--- src/core/spi_strap_pkg.sv ---
// Constants and carrier types for the serial flash master port.
// Assumes a single 125 MHz reference clock domain for all logic.
package spi_strap_pkg;

  // Clock and serial rates
  localparam int REF_CLK_MHZ   = 125;
  localparam int RATE_SLOW_MHZ = 30;
  localparam int RATE_FAST_MHZ = 60;
  // Half periods of the serial clock, rounded up so the rate never exceeds
  localparam int HALF_SLOW_CYC =
    (REF_CLK_MHZ + 2 * RATE_SLOW_MHZ - 1) / (2 * RATE_SLOW_MHZ);
  localparam int HALF_FAST_CYC =
    (REF_CLK_MHZ + 2 * RATE_FAST_MHZ - 1) / (2 * RATE_FAST_MHZ);
  localparam logic [2:0] HALF_SLOW = 3'(HALF_SLOW_CYC);
  localparam logic [2:0] HALF_FAST = 3'(HALF_FAST_CYC);

  // Least width of the external reset pulse, kept by the far side
  localparam int RST_PULSE_MIN_NS  = 5000;
  localparam int RST_PULSE_MIN_CYC =
    (RST_PULSE_MIN_NS * REF_CLK_MHZ + 999) / 1000;

  // Strap encoding and default through the pull-down
  localparam logic STRAP_SLOW    = 1'b0;
  localparam logic STRAP_FAST    = 1'b1;
  localparam logic STRAP_DEFAULT = STRAP_SLOW;

  // Byte framing
  localparam int         BYTE_W   = 8;
  localparam logic [2:0] LAST_BIT = 3'h7;

  // Idle levels of the serial pins
  localparam logic CE_IDLE   = 1'b1;
  localparam logic SCLK_IDLE = 1'b0;

  // One byte to move, with the choice of keeping the slave selected
  typedef struct packed {
    logic [7:0] tx_byte;
    logic       hold_select;
  } cmd_t;

  // Serial outputs towards the slave
  typedef struct packed {
    logic chip_enable_n;
    logic sclk;
    logic data_out;
  } spi_out_t;

  // Transfer sequencer, Gray coded along the usual path
  typedef enum logic [1:0] {
    S_IDLE  = 2'b00,
    S_SETUP = 2'b01,
    S_SHIFT = 2'b11,
    S_DESEL = 2'b10
  } seq_state_t;

endpackage

--- src/core/spi_strap_master.sv ---
// Serial flash master with rate strap, suspend and powerdown handling.
// Assumes the user side shares ref_clk; pins are asynchronous to it.
`timescale 1ns/1ns
module spi_strap_master
  import spi_strap_pkg::*;
(
  input  wire logic       ref_clk,
  input  wire logic       rst,
  input  wire logic       reset_pin_n,
  input  wire logic       spi_enable,
  input  wire logic       powerdown,
  input  wire logic       suspend,
  input  wire logic       serial_rate_strap,
  output logic            strap_out,
  output logic            strap_oe_n,
  input  wire logic       serial_data_in,
  output spi_out_t        spi_pins,
  input  wire cmd_t       cmd,
  input  wire logic       cmd_valid,
  output logic            cmd_ready,
  output logic [7:0]      rsp_data,
  output logic            rsp_valid,
  output logic            rate_fast
);

  logic       rpin_s1_q;
  logic       rpin_s2_q;
  logic       strap_s1_q;
  logic       strap_s2_q;
  logic       din_s1_q;
  logic       din_s2_q;
  logic       int_rst;
  logic       strap_valid_q;
  logic       rate_fast_q;
  seq_state_t state_q;
  seq_state_t state_d;
  logic [2:0] half_cnt_q;
  logic [2:0] half_len;
  logic       tick;
  logic [2:0] bit_cnt_q;
  logic [7:0] tx_q;
  logic [7:0] rx_q;
  logic       hold_q;
  logic       halt;
  logic       take;
  logic       finish;
  spi_out_t   pins_q;
  logic       cmd_ready_q;
  logic       rsp_valid_q;
  logic [7:0] rsp_data_q;
  logic       strap_oe_n_q;
  logic       strap_out_q;

  // Pin synchronisers, two stages each, no reset needed
  always_ff @(posedge ref_clk) begin
    rpin_s1_q  <= reset_pin_n;
    rpin_s2_q  <= rpin_s1_q;
    strap_s1_q <= serial_rate_strap;
    strap_s2_q <= strap_s1_q;
    din_s1_q   <= serial_data_in;
    din_s2_q   <= din_s1_q;
  end

  // Internal reset from either source
  assign int_rst = rst | ~rpin_s2_q;

  // Strap caught on the first edge after reset release, then frozen
  always_ff @(posedge ref_clk) begin
    if (int_rst) begin
      strap_valid_q <= 1'b0;
      rate_fast_q   <= STRAP_DEFAULT;
    end else if (!strap_valid_q) begin
      strap_valid_q <= 1'b1;
      rate_fast_q   <= strap_s2_q;
    end
  end

  // Strap pin drive: low in suspend only when strapped slow
  always_ff @(posedge ref_clk) begin
    if (int_rst) begin
      strap_oe_n_q <= 1'b1;
      strap_out_q  <= 1'b0;
    end else begin
      strap_out_q  <= 1'b0;
      if (suspend && strap_valid_q && rate_fast_q == STRAP_SLOW)
        strap_oe_n_q <= 1'b0;
      else
        strap_oe_n_q <= 1'b1;
    end
  end

  // Half period length chosen by the latched strap
  always_comb begin
    if (rate_fast_q == STRAP_FAST)
      half_len = HALF_FAST - 3'h1;
    else
      half_len = HALF_SLOW - 3'h1;
  end

  // Phase tick, stop request and request handshake
  assign tick   = (half_cnt_q == 3'h0);
  assign halt   = powerdown | ~spi_enable;
  assign take   = cmd_valid & cmd_ready_q;
  assign finish = (state_q == S_SHIFT) & tick & pins_q.sclk
                  & (bit_cnt_q == LAST_BIT);

  // Sequencer next state
  always_comb begin
    state_d = state_q;
    case (state_q)
      S_IDLE: begin
        if (take)
          state_d = S_SETUP;
      end
      S_SETUP: begin
        if (tick)
          state_d = S_SHIFT;
      end
      S_SHIFT: begin
        if (finish)
          state_d = hold_q ? S_IDLE : S_DESEL;
      end
      S_DESEL: begin
        if (tick)
          state_d = S_IDLE;
      end
      default: state_d = S_IDLE;
    endcase
    if (halt)
      state_d = S_IDLE;
  end

  // State register
  always_ff @(posedge ref_clk) begin
    if (int_rst)
      state_q <= S_IDLE;
    else
      state_q <= state_d;
  end

  // Half period counter, restarted on every phase change
  always_ff @(posedge ref_clk) begin
    if (int_rst)
      half_cnt_q <= 3'h0;
    else if (take || tick || state_q == S_IDLE)
      half_cnt_q <= half_len;
    else
      half_cnt_q <= half_cnt_q - 3'h1;
  end

  // Request acceptance, only in idle with a settled strap
  always_ff @(posedge ref_clk) begin
    if (int_rst)
      cmd_ready_q <= 1'b0;
    else
      cmd_ready_q <= (state_d == S_IDLE) && !halt && strap_valid_q
                     && !take;
  end

  // Serial pins, shift registers and bit count
  // Data in is read as the clock falls: the two-cycle sync lag then
  // lands the sample no earlier than the rising edge, so halves must be >= 2
  always_ff @(posedge ref_clk) begin
    if (int_rst) begin
      pins_q    <= '{CE_IDLE, SCLK_IDLE, 1'b0};
      tx_q      <= 8'h00;
      rx_q      <= 8'h00;
      bit_cnt_q <= 3'h0;
      hold_q    <= 1'b0;
    end else if (halt) begin
      pins_q    <= '{CE_IDLE, SCLK_IDLE, 1'b0};
      bit_cnt_q <= 3'h0;
    end else begin
      case (state_q)
        S_IDLE: begin
          if (take) begin
            pins_q.chip_enable_n <= 1'b0;
            pins_q.data_out      <= cmd.tx_byte[BYTE_W-1];
            tx_q                 <= {cmd.tx_byte[6:0], 1'b0};
            hold_q               <= cmd.hold_select;
            bit_cnt_q            <= 3'h0;
          end
        end
        S_SHIFT: begin
          if (tick && !pins_q.sclk) begin
            pins_q.sclk <= 1'b1;
          end else if (tick) begin
            pins_q.sclk <= 1'b0;
            rx_q        <= {rx_q[6:0], din_s2_q};
            bit_cnt_q   <= bit_cnt_q + 3'h1;
            if (!finish) begin
              pins_q.data_out <= tx_q[BYTE_W-1];
              tx_q            <= {tx_q[6:0], 1'b0};
            end else if (!hold_q) begin
              pins_q.chip_enable_n <= 1'b1;
            end
          end
        end
        default: begin
          pins_q.sclk <= SCLK_IDLE;
        end
      endcase
    end
  end

  // Received byte, one pulse per finished byte; last bit joins here
  always_ff @(posedge ref_clk) begin
    if (int_rst) begin
      rsp_valid_q <= 1'b0;
      rsp_data_q  <= 8'h00;
    end else begin
      rsp_valid_q <= finish && !halt;
      if (finish && !halt)
        rsp_data_q <= {rx_q[6:0], din_s2_q};
    end
  end

  // Outputs straight from their registers
  assign spi_pins   = pins_q;
  assign cmd_ready  = cmd_ready_q;
  assign rsp_valid  = rsp_valid_q;
  assign rsp_data   = rsp_data_q;
  assign rate_fast  = rate_fast_q;
  assign strap_oe_n = strap_oe_n_q;
  assign strap_out  = strap_out_q;

endmodule

--- config.mk ---
export PLATFORM = sky130hd
export DESIGN_NAME = spi_strap_master
export DESIGN_NICKNAME = d
export VERILOG_FILES = /design/src/core/spi_strap_pkg.sv /design/src/core/spi_strap_master.sv
export SDC_FILE = /design/constraint.sdc
export NUM_CORES = 1
export LEC_CHECK = 0
export BUFFER_PORTS_ARGS = -buffer_cell sky130_fd_sc_hd__buf_2
export CAP_MARGIN = 30
export CELL_PAD_IN_SITES_DETAIL_PLACEMENT = 1
export CELL_PAD_IN_SITES_GLOBAL_PLACEMENT = 1
export CORE_MARGIN = 3
export CORE_UTILIZATION = 38
export DETAILED_ROUTE_END_ITERATION = 7
export PLACE_DENSITY = 0.73
export SYNTH_ARGS = -nofsm -noshare
export SYNTH_HDL_FRONTEND = slang
export SYNTH_SLANG_ARGS = --single-unit
--- constraint.sdc ---
create_clock -name ref_clk -period 1.7 [get_ports ref_clk]
set_clock_uncertainty 0.15 [all_clocks]
set_input_delay 0.17 -clock ref_clk [delete_from_list [all_inputs] [get_ports ref_clk]]
set_output_delay 0.17 -clock ref_clk [all_outputs]
set_load 0.02 [all_outputs]
==> impl_summary.txt <==
----------------------------------------------------
[STA]
  Final-report hold violation count ... 0
  Share of the cycle needed by the critical path after routing ... a little over nine tenths
  Setup repair after global routing missed its margin ... true
  Setup Viol. Count Final ... 0
  Worst-case setup margin in the final layout ... between 0.05 and 0.06 ns
  Peak Freq ... between 0.6 and 0.7 GHz
  Hold slack ... between 0.08 and 0.09 ns
  Minimum clock period ... 1.65 ns
  Max Slew Vio Count ... 0

[Synth]
  Gate count of the mapped netlist ... 190
  Fraction of the mapped netlist area in compound gates ... about an eighth
  Mean instance size in the synthesized netlist ... 10.1 um^2
  XOR/XNOR share of the synthesized area ... less than 1%
  Number of distinct library cell variants in the gate-level netlist after synthesis ... 42
  Adder and majority cell fraction of the synthesized area ... around 2.6%
  Portion of netlist area occupied by mux cells ... between 10% and 20%
  Top cells by area in the synthesized netlist ... sky130_fd_sc_hd__dfxtp_1 47%, sky130_fd_sc_hd__mux2i_1 13%, sky130_fd_sc_hd__nand2_1 5.1%, sky130_fd_sc_hd__and3_1 3.3%, sky130_fd_sc_hd__a21boi_0 2.7%
  Synthesized Nets ... about 210
  Biggest area consumer among synthesized cells ... sky130_fd_sc_hd__dfxtp_1
  Dominant combinational cell family by area after synthesis ... simple AND/OR/NAND/NOR gates
  FFs w/ async S/R, synth ... 0%
  Total standard cell area after synthesis ... approximately 1900 um^2
  Proportion of netlist area held by the largest area contributor ... 46.9%
  Simple logic cell fraction of the synthesized area ... a little over a fifth
  Number of warnings printed during yosys synthesis ... 0
  Yosys reg bits ... between 40 and 50
  Sequential cell area fraction in the yosys report ... 46.9%
  Count of flip-flops with a built-in enable after synthesis ... 0
  Ys flop type ... sky130_fd_sc_hd__dfxtp_1

[Min path]
  Type of the tightest min-delay check ... in -> reg

[Layout]
  Top library cells by usage in the layout, fill and taps aside ... 40 x sky130_fd_sc_hd__dfxtp_1, 32 x sky130_fd_sc_hd__buf_2, 26 x sky130_fd_sc_hd__nand2_1
  Layout cells sized above 1 ... 31.8%
  Final #Nets ... 260
  Antenna Cells ... 0
  Area growth syn-to-layout ... 26.5%
  Fill cell total of the finished layout ... between 500 and 600
  Most frequent standard cell in the layout excluding fill and tap cells ... sky130_fd_sc_hd__dfxtp_1

[Critical path]
  Kind of start point of the critical path ... flip-flop
  Endpoint type of the worst setup path ... flip-flop
  CP arrival ... 1.72 ns
  Highest fanout seen on the critical path ... 4
  Crit path kind ... reg -> reg
  Required time of the critical path ... roughly 1.8 ns

[Place]
  GPL Wtd Cong ... between 0.7 and 0.8
  Number of port buffers ... 32
  Worst slack at placement ... -0.0145 ns
  Hpwl dp ... ~3 mm

[Clocking]
  TritonCTS clock tree ... built
  Number of levels the H-tree was split into ... 2
  Later-pin clock latency in the skew report ... 0.29 ns
  Clock Pin Slew Worst Setup and Hold Paths ... ~0.09 ns
  Total clock buffers created by CTS ... 5
  Root Buffer Master ... sky130_fd_sc_hd__clkbuf_8
  Number of clock sinks seen by CTS ... 45
  Number of buffers on the longest clock path ... 2

[Floorplan]
  Num ports ... 34
  Number of rows in the core area ... 25
  Vertical extent of the die ... slightly below 80 um
  Width of the chip ... about 77 um
  Initial Util ... 39.8%
  Placeable core area ... between 4000 and 5000 um^2
  Area enclosed by the die boundary ... between 5000 and 6000 um^2

[Drt]
  Vias per cell ... between 4 and 5
  Wire length per cell ... 14.3 um
  Wire length reported by the detailed router ... 4.38 mm
  Number of nets with antenna violations after detailed routing ... 0
  Via count ... about 1500
  Number of DRC markers after the initial detailed-route iteration ... 77
  First-pass iteration count of the detailed router ... 4
  DRC violation count after routing ... 0

[Flow run]
  Count of maximum capacitance violations ... 0

[GRT]
  Met1 Resource Use GR ... between 20% and 30%
  Combined global-route utilization of all metal layers ... roughly 16%
  Total congestion overflow after global routing ... 0
  Via count of the first global-routing pass ... ~1500
  Wire length of the first global-routing pass ... about 7.5 mm
  Met2 GRT Util ... roughly a quarter
  Initial antenna violation count ... 0
  Global routing's busiest layer ... met2
  Largest net degree at the start of global routing ... 18
  Met3 demand-to-capacity share in global routing ... 3.40%

[Power and ir drop]
  Peak VDD IR ... roughly 0.51 mV
  Power Density ... between 700 and 800 nW/um^2
  Leakage power total ... 1.17 nW
  Overall power after layout ... between 1.5 and 2 mW

[Run status]
  Outcome ... complete, no violations

----------------------------------------------------
[worst max-delay path, cell delays in order (launching register included)]
cell and delay, ns:
sky130_fd_sc_hd__dfxtp_4 0.37, sky130_fd_sc_hd__ha_4 0.13, sky130_fd_sc_hd__ha_4 0.12, sky130_fd_sc_hd__and4bb_2 0.26
sky130_fd_sc_hd__a22oi_4 0.23, sky130_fd_sc_hd__buf_12 0.15, sky130_fd_sc_hd__mux2i_1 0.17
[final timing paths]
kind / start / end / slack, ns / cells after the start
max: bit_cnt_q[0] / tx_q[4] / 0.05 / 6
max reg2reg: bit_cnt_q[0] / tx_q[4] / 0.05 / 6
min reg2reg: din_s1_q / din_s2_q / 0.18 / 0
min: cmd[1] / tx_q[1] / 0.09 / 3
[through the flow]
| step | utilization (%) | instances | TNS (ns) | instance area, um^2 |
|---|---|---|---|---|
| 3_5_place_dp | 45.9 | 291 | -0.0302 | 2210 |
| 6_report | 50.4 | 306 | 0 | 2430 |
| 5_1_grt | 50.4 | 306 | -0.0689 | 2430 |
| 4_1_cts | 49.2 | 304 | 0 | 2370 |
| 2_1_floorplan | - | 190 | 0 | 1920 |
| 3_3_place_gp | 45.9 | 291 | 0 | 2210 |
[routing by layer]
layer  vias up  routed length [um]
li1        767                   -
met5         -                   0
met1       718                2100
met3         2                 157
met2        23                2080
met4         0                  34
[power by group]
group          leakage [nW]  internal, mW  switching (mW)
registers             0.368          1.06         0.00567
clock network        0.0478         0.335           0.369
logic                 0.758        0.0486          0.0515
total                  1.17          1.45           0.426
[kinds of logic (layout without fill, tap and decap cells)]
| group | count (synthesis) | in the layout |
|---|---|---|
| multiplexers | 25 | 25 |
| XOR/XNOR | 1 | 1 |
| adder cells (fa/ha/maj) | 4 | 4 |
| flip-flops | 45 | 45 |
| AND/OR/NAND/NOR | 65 | 65 |
| other | 1 | 1 |
| buffers and inverters | 16 | 65 |
| AO/OA/AOI/OAI | 33 | 33 |
[state kept, by name, summed over array words and instances (netlist names), 2 cells and up]
register    count
rsp_data        8
rx_q            7
tx_q            7
bit_cnt_q       3
half_cnt_q      3
spi_pins        3
state_q         2
[final cells by class]
cell class              count  area [um^2]  share of cell area, %
inverters                   5         18.8                  0.773
flip-flops and latches     45          910                   37.5
multi-input cells         129          977                   40.3
well taps                  67         83.8                   3.45
clock inverters             2         16.3                  0.670
clock buffers               6         82.6                   3.40
repair buffers             52          339                   14.0
[Yosys cell counts (2+ instances only)]
cell,instances
sky130_fd_sc_hd__and3_1,10
sky130_fd_sc_hd__nor2_1,3
sky130_fd_sc_hd__mux2i_1,25
sky130_fd_sc_hd__and4bb_2,2
sky130_fd_sc_hd__nand4_1,4
sky130_fd_sc_hd__a211oi_1,2
sky130_fd_sc_hd__nand2b_1,2
sky130_fd_sc_hd__and4_1,2
sky130_fd_sc_hd__dfxtp_1,45
sky130_fd_sc_hd__a21boi_0,7
sky130_fd_sc_hd__or2_2,2
sky130_fd_sc_hd__inv_1,4
sky130_fd_sc_hd__nand3_1,4
sky130_fd_sc_hd__clkbuf_1,2
sky130_fd_sc_hd__a31oi_1,3
sky130_fd_sc_hd__o21ai_0,9
sky130_fd_sc_hd__nand4bb_1,2
sky130_fd_sc_hd__a21oi_1,5
sky130_fd_sc_hd__buf_2,6
sky130_fd_sc_hd__ha_1,4
sky130_fd_sc_hd__nand2_1,26
[what timing repair did]
item	in CTS	in global routing
buffers inserted	0	2
pin swaps	1	4
hold buffers	5	0
gates resized for setup	3	12
endpoints found under the hold margin	5	0
endpoints found under the setup margin	5	10
No activity file was read; power rests on OpenSTA's default activity.
